$ cat src/shared/pbsel_map.vh
// Register offsets, field positions and reset values for the port B pin select block
`ifndef PBSEL_MAP_VH
`define PBSEL_MAP_VH
`define PBSEL_OFS_PORT 4'h0
`define PBSEL_OFS_LAT 4'h4
`define PBSEL_OFS_DIR 4'h8
`define PBSEL_OFS_ANA 4'hc
`define PBSEL_ADDR_W 4
`define PBSEL_PIN_LO 4
`define PBSEL_PIN_HI 7
`define PBSEL_NPIN 4
`define PBSEL_DIR_RST 4'hf
`define PBSEL_ANA_RST 4'hf
`define PBSEL_LAT_RST 4'h0
`define PBSEL_LOW_ZERO 4'h0
`define PBSEL_RESP_OKAY 2'h0
`define PBSEL_RESP_SLVERR 2'h2
`define PBSEL_FN_PERI 1'b0
`define PBSEL_FN_PORT 1'b1
`endif

$ cat src/design/pbsel_top.v
// Port B upper pins: latch, direction, analog select, read path and arbitration
`include "pbsel_map.vh"
module pbsel_top (
  input wire clk_sys_i,
  input wire rst_b_i,
  input wire [3:0] s_axi_awaddr,
  input wire s_axi_awvalid,
  output wire s_axi_awready,
  input wire [31:0] s_axi_wdata,
  input wire [3:0] s_axi_wstrb,
  input wire s_axi_wvalid,
  output wire s_axi_wready,
  output reg [1:0] s_axi_bresp,
  output reg s_axi_bvalid,
  input wire s_axi_bready,
  input wire [3:0] s_axi_araddr,
  input wire s_axi_arvalid,
  output wire s_axi_arready,
  output reg [31:0] s_axi_rdata,
  output reg [1:0] s_axi_rresp,
  output reg s_axi_rvalid,
  input wire s_axi_rready,
  input wire [3:0] port_pins_7_to_4_i,
  output wire [3:0] port_pins_7_to_4_o,
  output wire [3:0] port_pins_7_to_4_oe_o,
  input wire sdp_sda_oe_i,
  input wire sdp_sda_out_i,
  input wire sdp_sda_take_i,
  input wire uart_receive_sync_data_oe_i,
  input wire uart_receive_sync_data_out_i,
  input wire uart_receive_sync_data_take_i,
  input wire sdp_scl_oe_i,
  input wire sdp_scl_out_i,
  input wire sdp_scl_take_i,
  input wire uart_transmit_sync_clock_oe_i,
  input wire uart_transmit_sync_clock_out_i,
  input wire uart_transmit_sync_clock_take_i,
  output wire [3:0] pin_raw_level_o,
  output wire [3:0] pin_owner_port_o
);
  reg [3:0] output_latch;
  reg [3:0] direction_bits;
  reg [3:0] analog_select_bits;
  wire [3:0] synced;
  wire [3:0] peri_oe;
  wire [3:0] peri_out;
  wire [3:0] peri_take;
  wire [3:0] port_b_pin_level;

  // Highest-priority function per pin, pin 7 first
  // fixed peripheral map
  assign peri_oe = {uart_transmit_sync_clock_oe_i, sdp_scl_oe_i,
                    uart_receive_sync_data_oe_i, sdp_sda_oe_i};
  assign peri_out = {uart_transmit_sync_clock_out_i, sdp_scl_out_i,
                     uart_receive_sync_data_out_i, sdp_sda_out_i};
  assign peri_take = {uart_transmit_sync_clock_take_i, sdp_scl_take_i,
                      uart_receive_sync_data_take_i, sdp_sda_take_i};

  genvar g;
  generate
    for (g = 0; g < `PBSEL_NPIN; g = g + 1) begin : g_pin
      pbsel_sync u_sync (
        .clk_sys_i(clk_sys_i),
        .rst_b_i(rst_b_i),
        .pin_i(port_pins_7_to_4_i[g]),
        .level_o(synced[g])
      );
      // analog select kept out of drive
      pbsel_pin_arb u_arb (
        .peri_oe_i(peri_oe[g]),
        .peri_out_i(peri_out[g]),
        .peri_in_take_i(peri_take[g]),
        .dir_i(direction_bits[g]),
        .lat_i(output_latch[g]),
        .pin_out_o(port_pins_7_to_4_o[g]),
        .pin_oe_o(port_pins_7_to_4_oe_o[g]),
        .owner_o(pin_owner_port_o[g])
      );
      // each pin gated by its own bit
      assign port_b_pin_level[g] = synced[g] & ~analog_select_bits[g];
    end
  endgenerate

  // raw level always visible to analog and input users
  assign pin_raw_level_o = synced;

  function [7:0] pbsel_read_word;
    input [3:0] hi;
    begin
      pbsel_read_word = {hi, `PBSEL_LOW_ZERO};
    end
  endfunction

  // Write channel: take address and data in either order
  reg aw_held;
  reg w_held;
  reg [3:0] aw_addr;
  reg [31:0] w_data;
  reg [3:0] w_strb;
  wire do_write;
  assign s_axi_awready = ~aw_held & ~s_axi_bvalid;
  assign s_axi_wready = ~w_held & ~s_axi_bvalid;
  assign do_write = aw_held & w_held & ~s_axi_bvalid;

  always @(posedge clk_sys_i or negedge rst_b_i) begin
    if (!rst_b_i) begin
      aw_held <= 1'b0;
      w_held <= 1'b0;
      aw_addr <= 4'h0;
      w_data <= 32'h0000_0000;
      w_strb <= 4'h0;
      s_axi_bvalid <= 1'b0;
      s_axi_bresp <= `PBSEL_RESP_OKAY;
    end else begin
      if (s_axi_awvalid && s_axi_awready) begin
        aw_held <= 1'b1;
        aw_addr <= s_axi_awaddr;
      end
      if (s_axi_wvalid && s_axi_wready) begin
        w_held <= 1'b1;
        w_data <= s_axi_wdata;
        w_strb <= s_axi_wstrb;
      end
      if (do_write) begin
        aw_held <= 1'b0;
        w_held <= 1'b0;
        s_axi_bvalid <= 1'b1;
        case (aw_addr)
          `PBSEL_OFS_PORT, `PBSEL_OFS_LAT, `PBSEL_OFS_DIR, `PBSEL_OFS_ANA: begin
            s_axi_bresp <= `PBSEL_RESP_OKAY;
          end
          default: begin
            s_axi_bresp <= `PBSEL_RESP_SLVERR;
          end
        endcase
      end else if (s_axi_bvalid && s_axi_bready) begin
        s_axi_bvalid <= 1'b0;
      end
    end
  end

  // Address decode, shared by the write and read paths
  function pbsel_hit;
    input [3:0] addr;
    input [3:0] ofs;
    begin
      pbsel_hit = (addr == ofs);
    end
  endfunction

  function pbsel_mapped;
    input [3:0] addr;
    begin
      pbsel_mapped = pbsel_hit(addr, `PBSEL_OFS_PORT) |
                     pbsel_hit(addr, `PBSEL_OFS_LAT) |
                     pbsel_hit(addr, `PBSEL_OFS_DIR) |
                     pbsel_hit(addr, `PBSEL_OFS_ANA);
    end
  endfunction

  // Read word for one offset, zero where unmapped
  function [31:0] pbsel_read_sel;
    input [3:0] addr;
    input [3:0] lvl;
    input [3:0] lat;
    input [3:0] dir;
    input [3:0] ana;
    begin
      case (addr)
        `PBSEL_OFS_PORT: begin
          pbsel_read_sel = {24'h00_0000, pbsel_read_word(lvl)};
        end
        `PBSEL_OFS_LAT: begin
          pbsel_read_sel = {24'h00_0000, pbsel_read_word(lat)};
        end
        `PBSEL_OFS_DIR: begin
          pbsel_read_sel = {24'h00_0000, pbsel_read_word(dir)};
        end
        `PBSEL_OFS_ANA: begin
          pbsel_read_sel = {24'h00_0000, pbsel_read_word(ana)};
        end
        default: begin
          pbsel_read_sel = 32'h0000_0000;
        end
      endcase
    end
  endfunction

  // Write enables: only byte lane zero carries bits 7..4
  wire lane0;
  wire latch_we;
  wire dir_we;
  wire ana_we;
  wire [3:0] w_field;
  assign lane0 = w_strb[0];
  assign w_field = w_data[`PBSEL_PIN_HI:`PBSEL_PIN_LO];

  // port writes land in the latch
  assign latch_we = do_write & lane0 &
                    (pbsel_hit(aw_addr, `PBSEL_OFS_PORT) | pbsel_hit(aw_addr, `PBSEL_OFS_LAT));
  assign dir_we = do_write & lane0 & pbsel_hit(aw_addr, `PBSEL_OFS_DIR);
  assign ana_we = do_write & lane0 & pbsel_hit(aw_addr, `PBSEL_OFS_ANA);

  // Next register values, held unless written
  reg [3:0] next_output_latch;
  reg [3:0] next_direction_bits;
  reg [3:0] next_analog_select_bits;

  always @* begin
    next_output_latch = output_latch;
    if (latch_we) begin
      next_output_latch = w_field;
    end
  end

  always @* begin
    next_direction_bits = direction_bits;
    if (dir_we) begin
      next_direction_bits = w_field;
    end
  end

  always @* begin
    next_analog_select_bits = analog_select_bits;
    if (ana_we) begin
      next_analog_select_bits = w_field;
    end
  end

  // Latch holds across rst_b_i reset and gets no value at power-on: no reset branch
  // latch unaffected by bus reset
  always @(posedge clk_sys_i) begin
    output_latch <= next_output_latch;
  end

  // Direction and analog select come up as inputs, analog
  always @(posedge clk_sys_i or negedge rst_b_i) begin
    if (!rst_b_i) begin
      direction_bits <= `PBSEL_DIR_RST;
      analog_select_bits <= `PBSEL_ANA_RST;
    end else begin
      direction_bits <= next_direction_bits;
      analog_select_bits <= next_analog_select_bits;
    end
  end

  // Read answer prepared from the address on the bus
  reg [31:0] next_rdata;
  reg [1:0] next_rresp;

  always @* begin
    next_rdata = pbsel_read_sel(s_axi_araddr, port_b_pin_level, output_latch,
                                direction_bits, analog_select_bits);
    next_rresp = `PBSEL_RESP_OKAY;
    if (!pbsel_mapped(s_axi_araddr)) begin
      next_rresp = `PBSEL_RESP_SLVERR;
    end
  end

  // Read channel
  assign s_axi_arready = ~s_axi_rvalid;

  always @(posedge clk_sys_i or negedge rst_b_i) begin
    if (!rst_b_i) begin
      s_axi_rvalid <= 1'b0;
      s_axi_rdata <= 32'h0000_0000;
      s_axi_rresp <= `PBSEL_RESP_OKAY;
    end else if (s_axi_arvalid && s_axi_arready) begin
      s_axi_rvalid <= 1'b1;
      s_axi_rdata <= next_rdata;
      s_axi_rresp <= next_rresp;
    end else if (s_axi_rvalid && s_axi_rready) begin
      s_axi_rvalid <= 1'b0;
    end
  end

endmodule

$ cat src/design/pbsel_sync.v
// Three-stage pin synchroniser, change taken when stages two and three agree
`include "pbsel_map.vh"
module pbsel_sync (
  input wire clk_sys_i,
  input wire rst_b_i,
  input wire pin_i,
  output reg level_o
);
  reg s1;
  reg s2;
  reg s3;
  always @(posedge clk_sys_i or negedge rst_b_i) begin
    if (!rst_b_i) begin
      s1 <= 1'b0;
      s2 <= 1'b0;
      s3 <= 1'b0;
      level_o <= 1'b0;
    end else begin
      s1 <= pin_i;
      s2 <= s1;
      s3 <= s2;
      if (s2 == s3) begin
        level_o <= s3;
      end
    end
  end
endmodule

$ cat src/design/pbsel_pin_arb.v
// Per-pin output arbitration between the priority peripheral and port control
`include "pbsel_map.vh"
module pbsel_pin_arb (
  input wire peri_oe_i,
  input wire peri_out_i,
  input wire peri_in_take_i,
  input wire dir_i,
  input wire lat_i,
  output wire pin_out_o,
  output wire pin_oe_o,
  output wire owner_o
);
  // Peripheral owns pin when driving or taking it as input
  wire peri_owns;
  assign peri_owns = peri_oe_i | peri_in_take_i;
  assign owner_o = peri_owns ? `PBSEL_FN_PERI : `PBSEL_FN_PORT;
  // Port drives only when direction is output; analog select not involved
  assign pin_oe_o = peri_owns ? peri_oe_i : ~dir_i;
  assign pin_out_o = peri_owns ? peri_out_i : lat_i;
endmodule

$ cat config.mk
export PLATFORM = sky130hd
export DESIGN_NAME = pbsel_top
export DESIGN_NICKNAME = d
export VERILOG_FILES = /design/src/design/pbsel_top.v /design/src/design/pbsel_sync.v /design/src/design/pbsel_pin_arb.v
export VERILOG_INCLUDE_DIRS = /design/src /design/src/shared
export SDC_FILE = /design/constraint.sdc
export NUM_CORES = 1
export LEC_CHECK = 0
export BUFFER_PORTS_ARGS = -buffer_cell sky130_fd_sc_hd__buf_2
export CAP_MARGIN = 25
export CORE_UTILIZATION = 47
export CTS_CLUSTER_SIZE = 14
export DETAILED_ROUTE_END_ITERATION = 7
export GPL_ROUTABILITY_DRIVEN = 1
export PLACE_DENSITY = 0.84
export SLEW_MARGIN = 5
export SYNTH_ARGS = -nofsm -noshare
export SYNTH_HDL_FRONTEND = slang
export SYNTH_SLANG_ARGS = --single-unit
$ cat constraint.sdc
create_clock -name clk_sys_i -period 3.3 [get_ports clk_sys_i]
set_clock_uncertainty 0.1 [all_clocks]
set_input_delay 0.66 -clock clk_sys_i [delete_from_list [all_inputs] [get_ports clk_sys_i]]
set_output_delay 0.66 -clock clk_sys_i [all_outputs]
set_load 0.05 [all_outputs]
==> out/results.tsv, run 1 <==
metric	value	unit
final_layout_size_suffix_gt1_frac	0.459	
violated_checks	design-rule violations	
internal_power	0.00109	W
floorplan_row_count	24	
total_placed_instance_area	2350	sq um
critical_path_peak_fanout	2	
core_area	4440	sq um
synthDominantAreaCellType	sky130_fd_sc_hd__dfrtp_1	
cts_repair_resize_count	0	
drt_iter0_markers	91	
min_period_over_period	0.670	
die_y	70.8	um
power.switching	0.000704	W
die-width	70.8	um
number_of_nets_in_the_final_layout	295	
cts_made_buffers	5	
result_of_the_run	finished with violations	
power_frac_seq	0.479	
timing.critical_path.cells	buf_2 > nor2_1 > mux2_2 > buf_2	
gr_usage_total	0.154	
numClockSinks	47	
fill_cell_total_of_the_finished_layout	385	
maximum_number_of_pins_on_one_net_before_global_route_repair	44	
synth_area	2220	sq um
drt_pass1_iterations	6	
syn-mean-instance-area	12.5	sq um
post-synth-top-count-cell	sky130_fd_sc_hd__buf_4	
timing.critical_path.from	sdp_sda_take_i	
critPathMaxStageDelay	0.34	ns
timing.critical_path.max_delay_family	multiplexers	
ys_ff_latch	47	
critPathCaptureType	output pin	
cts_post_setup_buffers_inserted	0	
max_freq	0.452	GHz
timing.hold.worst.class	reg2reg	
root_buffer	sky130_fd_sc_hd__clkbuf_8	
final_max_slew_viol_count	0	
p_comb_frac	0.338	
post-route-min-period	2.21	ns
antenna-diode-count	0	
global_route_wire_length_before_repair	5.85	mm
totalNegativeSetupSlack	0	ns
final_replace_weighted_congestion	0.736	
drt_wl_total	3.69	mm
worst_ep_required_time	2.54	ns
dr_total_vias	1354	
antenna_found_initial	0	
synth.lib_cells_used.distinct	33	
vias_per_cell	4.82	
report.final.hold_viol_count	0	
worst-slew-pin-transition	0.906	ns
cp_common_cell	sky130_fd_sc_hd__buf_2	
timing.setup.critical_path_class	in2out	
critPathSlowestCell	sky130_fd_sc_hd__mux2_2	
fin_area	2440	sq um
syn_inst	178	
final.hold.worst_slack	0.250	ns
cts.path.max_buffers	2	
port_buffers	62	
timing.hold.worst.start	g_pin[0].u_sync.s1	
initial_utilization	0.501	
number_of_global_route_vias_before_repair	1265	
detail_route.wl_per_cell	13.1	um
clock_tree_from_tritoncts	built	
floorplan.die_area	5010	sq um
worst_path_buf_inv	2	
globalRoute.totalOverflow	0	
synth_enable_flop_cells	4	
p_per_area	736	nW/um^2
seq_area_frac_synth	0.542	
async_reset_ff_frac	0.915	
synth.area.top_cells	sky130_fd_sc_hd__dfrtp_1, sky130_fd_sc_hd__buf_4, sky130_fd_sc_hd__mux2_2	
post_cts_hold_buffer_count	0	
yosys_warnings	0	
critical_path.startpoint_type	input port	
total_leakage_power	1.17	nW
hpwl	2.84	mm
power_switching_share	0.393	
number_of_failing_setup_endpoints_in_the_final_timing_report	0	
irDropWorstVdd	0.571	mV
synth_commonest_cells	sky130_fd_sc_hd__buf_4, sky130_fd_sc_hd__dfrtp_1, sky130_fd_sc_hd__mux2_2, sky130_fd_sc_hd__nor2_1, sky130_fd_sc_hd__dfstp_2	
worstSkewPairLatency	0.30	ns
cts_max_level	2	
timing.max_slew.rel_slack	0.396	
ys_dominant_reg_cell	sky130_fd_sc_hd__dfrtp_1	
post-route-util	0.548	
timing.max_cap.violations	0	
clock_power_share	0.183	
ant_nets	0	
clk_pin_slew	0.08	ns
yosys.area.top_type_share	0.394	
rsz0062_at_grt	no	
reg2reg_from	s_axi_bvalid	
data_arrival_critical_path	1.45	ns
io_pins	124	
area_delta_synth_final	9.51	%
route.detailed.drc	13	
## path summary, 6_finish.rpt
| kind | to | slack, ns | cells after the start |
|---|---|---|---|
| min in group asynchronous | aw_held | 0.38 | 1 |
| max in group asynchronous | g_pin[3].u_sync.s3 | 2.14 | 1 |
| min reg2reg | g_pin[0].u_sync.s2 | 0.25 | 0 |
| min | g_pin[0].u_sync.s2 | 0.25 | 0 |
| max | port_pins_7_to_4_o[0] | 1.09 | 4 |
| max reg2reg | output_latch[0] | 1.50 | 2 |
## per-layer routing
| layer | up-vias | track usage | share of wire |
|---|---|---|---|
| met5 | - | 0 | 0 |
| met3 | 4 | 0.0556 | 0.079 |
| li1 | 641 | - | - |
| met1 | 640 | 0.204 | 0.44 |
| met2 | 69 | 0.241 | 0.47 |
| met4 | 0 | 0.0400 | 0.0087 |
## per-stage QoR
stage,setup slack [ns],cells,power (W)
2_1_floorplan,0.964,207,0.00137
3_3_place_gp,1.09,273,0.00145
3_5_place_dp,1.08,273,0.00148
4_1_cts,1.08,281,0.00180
5_1_grt,1.06,281,0.00189
6_report,1.09,281,0.00179
## state kept, by name, summed over array words and instances (netlist names), 4 cells and up
register,flops
g_pin.u_sync.s2,4
s_axi_rdata,4
g_pin.u_sync.level_o,4
g_pin.u_sync.s1,4
output_latch,4
g_pin.u_sync.s3,4
w_data,4
analog_select_bits,4
direction_bits,4
aw_addr,4
## layout make-up
| class | instances | area (sq um) | area share |
|---|---|---|---|
| Clock buffer | 7 | 76.3 | 0.0313 |
| Clock inverter | 1 | 5.00 | 0.00205 |
| Inverter | 4 | 15.0 | 0.00616 |
| Multi-Input combinational cell | 108 | 758 | 0.311 |
| Sequential cell | 47 | 1210 | 0.495 |
| Tap cell | 52 | 65.1 | 0.0267 |
| Timing Repair Buffer | 62 | 310 | 0.127 |
## cells in the final DEF, fill, tap and decap left out, types with 2 or more instances in the layout
cell and count:
sky130_fd_sc_hd__dfstp_2 8, sky130_fd_sc_hd__conb_1 30, sky130_fd_sc_hd__nand2_1 3, sky130_fd_sc_hd__o21ai_0 6, sky130_fd_sc_hd__nor2b_1 3, sky130_fd_sc_hd__mux2_2 24, sky130_fd_sc_hd__edfxtp_1 4, sky130_fd_sc_hd__clkbuf_1 2
sky130_fd_sc_hd__clkbuf_8 5, sky130_fd_sc_hd__a21oi_1 3, sky130_fd_sc_hd__nor2_1 10, sky130_fd_sc_hd__inv_1 4, sky130_fd_sc_hd__a22oi_1 2, sky130_fd_sc_hd__dfrtp_1 35, sky130_fd_sc_hd__buf_2 62, sky130_fd_sc_hd__o21bai_1 4
sky130_fd_sc_hd__a32oi_1 4, sky130_fd_sc_hd__maj3_1 4
## kinds of logic after synthesis
| family | after synthesis | synth area share |
|---|---|---|
| simple gates | 28 | 0.0810 |
| mux | 25 | 0.126 |
| compound gates | 21 | 0.0652 |
| flops | 47 | 0.542 |
| fa+ha+maj | 4 | 0.0180 |
| buf+inv | 52 | 0.166 |
| other cells | 1 | 0.00169 |
## power by group through the flow
stage / Sequential (W) / Clock, W / Combinational, W
after floorplan: 0.000904 / 0 / 0.000471
after global placement: 0.000860 / 0 / 0.000592
after detailed placement: 0.000869 / 0 / 0.000609
after CTS: 0.000860 / 0.000333 / 0.000609
after global routing: 0.000879 / 0.000363 / 0.000644
final: 0.000859 / 0.000328 / 0.000606
Note: power is estimated with default switching activity, not from simulation.
==> run 2: changes to the inputs <==
--- a/config.mk
+++ b/config.mk
@@ -6,13 +6,14 @@
 export SDC_FILE = /design/constraint.sdc
 export NUM_CORES = 1
 export LEC_CHECK = 0
+export ABC_AREA = 1
 export BUFFER_PORTS_ARGS = -buffer_cell sky130_fd_sc_hd__buf_2
 export CAP_MARGIN = 25
-export CORE_UTILIZATION = 47
+export CORE_UTILIZATION = 40
 export CTS_CLUSTER_SIZE = 14
 export DETAILED_ROUTE_END_ITERATION = 7
 export GPL_ROUTABILITY_DRIVEN = 1
-export PLACE_DENSITY = 0.84
+export PLACE_DENSITY = 0.76
 export SLEW_MARGIN = 5
 export SYNTH_ARGS = -nofsm -noshare
 export SYNTH_HDL_FRONTEND = slang
==> constraint.sdc (replaced) <==
create_clock -name clk_sys_i -period 1.81 [get_ports clk_sys_i]
set_clock_uncertainty 0.1 [all_clocks]
set_input_delay 0.362 -clock clk_sys_i [delete_from_list [all_inputs] [get_ports clk_sys_i]]
set_output_delay 0.362 -clock clk_sys_i [all_outputs]
set_load 0.05 [all_outputs]
==> out/results.tsv, run 2 <==
metric	value	unit	change
result_of_the_run	finished clean		
worst_path_buf_inv	1		-1
synth_xor_area_frac	0		unchanged
max_freq	0.592	GHz	
drt_wl_total	3.78	mm	+2.3%
irDropWorstVdd	1.12	mV	+96%
timing.hold.worst_endpoint	g_pin[3].u_sync.s1		
p_per_area	1430	nW/um^2	+94%
min_period_over_period	0.933		
port_buffers	62		unchanged
final.hold.worst_slack	0.0540	ns	-0.196 ns
mostFrequentLayoutCells	sky130_fd_sc_hd__buf_2, sky130_fd_sc_hd__dfrtp_1, sky130_fd_sc_hd__nand2_1, sky130_fd_sc_hd__conb_1, sky130_fd_sc_hd__nor2_1		
critPathMaxStageDelay	0.43	ns	+0.09 ns
clk_pin_slew	0.09	ns	about the same
synthDominantAreaCellType	sky130_fd_sc_hd__dfrtp_1		
reg2reg_from	s_axi_bvalid		
initial_utilization	0.415		-0.0854
worst_r2r_setup_slack	0.40	ns	-1.10 ns
drt_pass1_iterations	4		-2
numClockSinks	47		unchanged
worst_ep_required_time	1.35	ns	-1.19 ns
number_of_nets_in_the_final_layout	347		+18%
die_y	77.6	um	+9.6%
holdPathStages	1		+1
cts_repair_resize_count	0		unchanged
floorplan_row_count	27		+13%
maximum_number_of_pins_on_one_net_before_global_route_repair	24		-45%
critPathSlowestCell	sky130_fd_sc_hd__edfxtp_1		
finalPower	0.00369	W	+110%
post-route-util	0.470		-0.0778
synth_area	2290	sq um	+2.8%
synth_commonest_cells	sky130_fd_sc_hd__buf_4, sky130_fd_sc_hd__dfrtp_1, sky130_fd_sc_hd__nand2_1, sky130_fd_sc_hd__nor2_1, sky130_fd_sc_hd__inv_1		
power_switching_share	0.421		+0.0282
antenna_found_initial	0		unchanged
floorplan.die_area	6020	sq um	+20%
final_replace_weighted_congestion	0.899		+22%
synth-compound-area-share	0.0613		-0.00394
route.detailed.drc	0		-13
number_of_cells_traversed_by_the_worst_register_to_register_path	4		+2
clock_power_share	0.197		+0.014
totalNegativeSetupSlack	0	ns	unchanged
internal_power	0.00214	W	+96%
cts_max_level	2		unchanged
vias_per_cell	4.31		-10%
async_reset_ff_frac	0.915		unchanged
reg2reg_to	output_latch[3]		
drt_iter0_markers	65		-29%
die-width	77.6	um	+9.6%
detail_route.wl_per_cell	10.7	um	-19%
io_pins	124		unchanged
total_leakage_power	1.37	nW	+17%
timing.hold.worst.start	port_pins_7_to_4_i[3]		
main_combinational_cell_family_by_area_after_synthesis	buffers and inverters		
number_of_global_route_vias_before_repair	1389		+9.8%
critPathCaptureType	output pin		
fill_cell_total_of_the_finished_layout	554		+44%
yosys.area.top_type_share	0.383		-0.0106
final_layout_size_suffix_gt1_frac	0.345		-0.113
timing.setup.critical_path_class	reg2out		
layout_commonest_cell	sky130_fd_sc_hd__buf_2		
worstSkewPairLatency	0.30	ns	about the same
synth_enable_flop_cells	4		unchanged
critical_path_peak_fanout	2		unchanged
timing.critical_path.max_delay_family	flip-flops		
critical_path.startpoint_type	flip-flop		
power.switching	0.00155	W	+120%
rsz0062_at_grt	no		
worst-slew-pin-transition	0.504	ns	-0.402 ns
timing.critical_path.cells	mux2_2 > buf_2		
post_synth_and_or_nand_nor_area_fraction	0.171		+0.0903
timing.max_slew.rel_slack	0.664		+0.268
root_buffer	sky130_fd_sc_hd__clkbuf_8		
synth.area.top_cells	sky130_fd_sc_hd__dfrtp_1, sky130_fd_sc_hd__buf_4, sky130_fd_sc_hd__dfstp_2		
hpwl	3.00	mm	+5.7%
synth.lib_cells_used.distinct	24		-27%
global_route_wire_length_before_repair	6.38	mm	+9.1%
gr_usage_total	0.137		-0.0170
seq_area_frac_synth	0.528		-0.0145
multi_input_area	772	sq um	+1.8%
report.final.hold_viol_count	0		unchanged
post-route-min-period	1.69	ns	
area_delta_synth_final	13.3	%	
syn-mean-instance-area	10.1	sq um	-19%
antenna-diode-count	0		unchanged
muxShareOfSynthArea	0.0345		-0.0915
syn_inst	227		+28%
dr_total_vias	1523		+12%
timing.max_cap.violations	0		unchanged
clock_tree_from_tritoncts	built		
ys_dominant_reg_cell	sky130_fd_sc_hd__dfrtp_1		
synth_adder_area_share	0.0175		-0.000483
post-synth-top-count-cell	sky130_fd_sc_hd__buf_4		
power_frac_seq	0.445		-0.034
cts.path.max_buffers	2		unchanged
seqCellArea	1210	sq um	unchanged
p_comb_frac	0.358		+0.020
timing.hold.worst.class	in2reg		
ant_nets	0		unchanged
yosys_warnings	0		unchanged
core_area	5510	sq um	+24%
data_arrival_critical_path	1.23	ns	-0.22 ns
cts_post_setup_buffers_inserted	0		unchanged
final_max_slew_viol_count	0		unchanged
globalRoute.totalOverflow	0		unchanged
number_of_failing_setup_endpoints_in_the_final_timing_report	0		unchanged
post_cts_hold_buffer_count	1		+1
ys_ff_latch	47		unchanged
cts_made_buffers	5		unchanged
==> run 2: worst max-delay path by stage <==
| stage | start | to | slack [ns] | depth (start not counted) |
|---|---|---|---|---|
| final | output_latch[0] | port_pins_7_to_4_o[0] | 0.12 | 2 |
| after global routing | output_latch[0] | port_pins_7_to_4_o[0] | 0.09 | 2 |
| after CTS | output_latch[0] | port_pins_7_to_4_o[0] | 0.10 | 2 |
| after detailed placement | sdp_sda_take_i | port_pins_7_to_4_o[0] | 0.16 | 4 |
| after global placement | sdp_sda_take_i | port_pins_7_to_4_o[0] | 0.18 | 4 |
| after floorplan | s_axi_bvalid | aw_addr[0] | -0.002 | 3 |
==> run 2: cell type report <==
type | instances | area share
clock inverter | 2 | 0.00628
multi-input combinational | 144 | 0.298
clock buffer | 6 | 0.0362
sequential | 47 | 0.466
inverter | 17 | 0.0246
tap | 72 | 0.0348
timing repair buffer | 65 | 0.134
==> run 2: cells by family (layout without fill, tap and decap cells) <==
| family | after synthesis | in the layout |
|---|---|---|
| buffers and inverters | 65 | 90 |
| AO/OA/AOI/OAI | 26 | 26 |
| AND/OR/NAND/NOR | 77 | 77 |
| flip-flops | 47 | 47 |
| adder cells (fa/ha/maj) | 4 | 4 |
| multiplexers | 7 | 7 |
| other | 1 | 30 |
==> run 2: stage by stage <==
step | setup slack, ns | area [sq um] | instances
floorplan | -0.00185 | 2400 | 256
global placement | 0.184 | 2470 | 344
detailed placement | 0.162 | 2470 | 344
CTS | 0.103 | 2590 | 353
global route | 0.0853 | 2590 | 353
finish | 0.121 | 2590 | 353
==> run 2: power by group through the flow <==
stage / Sequential (W) / Combinational, W / Clock (W)
2_1_floorplan: 0.00175 / 0.00103 / 0
3_3_place_gp: 0.00166 / 0.00130 / 0
3_5_place_dp: 0.00167 / 0.00133 / 0
4_1_cts: 0.00165 / 0.00133 / 0.000743
5_1_grt: 0.00169 / 0.00144 / 0.000789
6_report: 0.00164 / 0.00132 / 0.000728
==> run 2: per-layer routing <==
metal | vias up | track usage | share of wire
met5 | - | 0 | 0
met4 | 0 | 0.0509 | 0.011
met3 | 4 | 0.0365 | 0.066
met2 | 58 | 0.223 | 0.47
met1 | 699 | 0.173 | 0.45
li1 | 762 | - | -
==> run 3: changes to the inputs <==
--- a/config.mk
+++ b/config.mk
@@ -14,6 +14,7 @@
 export DETAILED_ROUTE_END_ITERATION = 7
 export GPL_ROUTABILITY_DRIVEN = 1
 export PLACE_DENSITY = 0.76
+export REMOVE_ABC_BUFFERS = 1
 export SLEW_MARGIN = 5
 export SYNTH_ARGS = -nofsm -noshare
 export SYNTH_HDL_FRONTEND = slang
==> out/results.tsv, run 3 (synthesis gave the netlist of run 2 again) <==
metric	value	unit	change
clk_pin_slew	0.08	ns	about the same
cts_post_setup_buffers_inserted	0		unchanged
cts_made_buffers	5		unchanged
final_replace_weighted_congestion	0.740		-18%
root_buffer	sky130_fd_sc_hd__clkbuf_8		
drt_wl_total	3.88	mm	+2.6%
irDropWorstVdd	0.944	mV	-16%
timing.hold.worst.class	in2reg		
layout_commonest_cell	sky130_fd_sc_hd__buf_2		
antenna_found_initial	0		unchanged
result_of_the_run	finished clean		
die-width	77.6	um	unchanged
numClockSinks	47		unchanged
clock_tree_from_tritoncts	built		
port_buffers	62		unchanged
final_max_slew_viol_count	0		unchanged
post_cts_hold_buffer_count	1		unchanged
detail_route.wl_per_cell	11.0	um	+2.6%
fin_area	2600	sq um	+0.53%
number_of_cells_traversed_by_the_worst_register_to_register_path	4		unchanged
drt_iter0_markers	71		+9.2%
cts_max_level	2		unchanged
final.hold.worst_slack	0.0687	ns	+0.0146 ns
timing.setup.critical_path_class	reg2out		
vias_per_cell	4.39		+1.6%
io_pins	124		unchanged
min_period_over_period	0.937		+0.00455
critical_path.startpoint_type	flip-flop		
total_placed_instance_area	2460	sq um	-0.35%
fill_cell_total_of_the_finished_layout	507		-8.5%
route.detailed.drc	0		unchanged
global_route_wire_length_before_repair	6.56	mm	+2.8%
timing.max_cap.violations	0		unchanged
maximum_number_of_pins_on_one_net_before_global_route_repair	23		-4.2%
initial_utilization	0.415		unchanged
data_arrival_critical_path	1.23	ns	about the same
report.final.hold_viol_count	0		unchanged
mostFrequentLayoutCells	sky130_fd_sc_hd__buf_2, sky130_fd_sc_hd__dfrtp_1, sky130_fd_sc_hd__nand2_1, sky130_fd_sc_hd__conb_1, sky130_fd_sc_hd__nor2_1		
core_area	5510	sq um	unchanged
holdPathStages	1		unchanged
hpwl	3.03	mm	+0.93%
critical_path_peak_fanout	2		unchanged
max_freq	0.589	GHz	-0.49%
globalRoute.totalOverflow	0		unchanged
p_per_area	1470	nW/um^2	+3.4%
total_leakage_power	1.38	nW	+0.89%
worst_ep_required_time	1.35	ns	about the same
die_y	77.6	um	unchanged
ant_nets	0		unchanged
post-route-min-period	1.70	ns	+0.00824 ns
number_of_nets_in_the_final_layout	347		unchanged
floorplan_row_count	27		unchanged
critPathCaptureType	output pin		
antenna-diode-count	0		unchanged
dr_total_vias	1548		+1.6%
worstSkewPairLatency	0.30	ns	about the same
number_of_global_route_vias_before_repair	1429		+2.9%
rsz0062_at_grt	no		
floorplan.die_area	6020	sq um	unchanged
drt_pass1_iterations	4		unchanged
cts.path.max_buffers	2		unchanged
area_delta_synth_final	13.9	%	
final_layout_size_suffix_gt1_frac	0.335		-0.0107
cts_repair_resize_count	0		unchanged
gr_usage_total	0.140		+0.00337
number_of_failing_setup_endpoints_in_the_final_timing_report	0		unchanged
## run 3: worst max-delay path, stage by stage, from the launching register on
cell	delay, ns
sky130_fd_sc_hd__edfxtp_1	0.42
sky130_fd_sc_hd__mux2_2	0.30
sky130_fd_sc_hd__buf_2	0.22
## run 3: layout make-up
| class | instances | area (sq um) | share of cell area |
|---|---|---|---|
| clock buffer | 6 | 72.6 | 0.0279 |
| clock inverter | 2 | 60.1 | 0.0231 |
| inverter | 17 | 63.8 | 0.0245 |
| multi-input combinational | 144 | 763 | 0.293 |
| sequential | 47 | 1210 | 0.463 |
| tap | 72 | 90.1 | 0.0346 |
| timing repair buffer | 65 | 348 | 0.134 |
## run 3: power by group
group	leakage, nW	total (W)	switching, W	internal (W)
Combinational	0.785	0.00131	0.000961	0.000351
Sequential	0.532	0.00164	0.000218	0.00142
Clock	0.0654	0.000886	0.000335	0.000552
## run 3: routing by layer
metal  up-vias  part of all wire  routed length [um]  track usage
li1        761                 -                   -            -
met1       709              0.44                1720        0.180
met2        72              0.48                1860        0.228
met3         6             0.066                 254       0.0388
met4         0             0.012                  46       0.0453
met5         -                 0                   0            0
## run 3: path summary, 6_finish.rpt
check	from	end	slack [ns]
worst max register to register	s_axi_bvalid	output_latch[2]	0.30
worst min-delay path	port_pins_7_to_4_i[3]	g_pin[3].u_sync.s1	0.07
worst max-delay path	output_latch[0]	port_pins_7_to_4_o[0]	0.11
min in group asynchronous	rst_b_i	aw_addr[0]	0.46
worst min register to register	g_pin[2].u_sync.s1	g_pin[2].u_sync.s2	0.26
max in group asynchronous	rst_b_i	analog_select_bits[0]	0.58
## run 3: metrics by stage
step	utilization	setup TNS [ns]	instances	power (W)	setup WS, ns
3_3_place_gp	0.447	0	344	0.00293	0.156
6_report	0.473	0	353	0.00384	0.113
5_1_grt	0.473	0	353	0.00407	0.0708
3_5_place_dp	0.447	0	344	0.00298	0.151
2_1_floorplan	-	-3.10	208	0.00265	-0.351
4_1_cts	0.473	0	353	0.00387	0.104
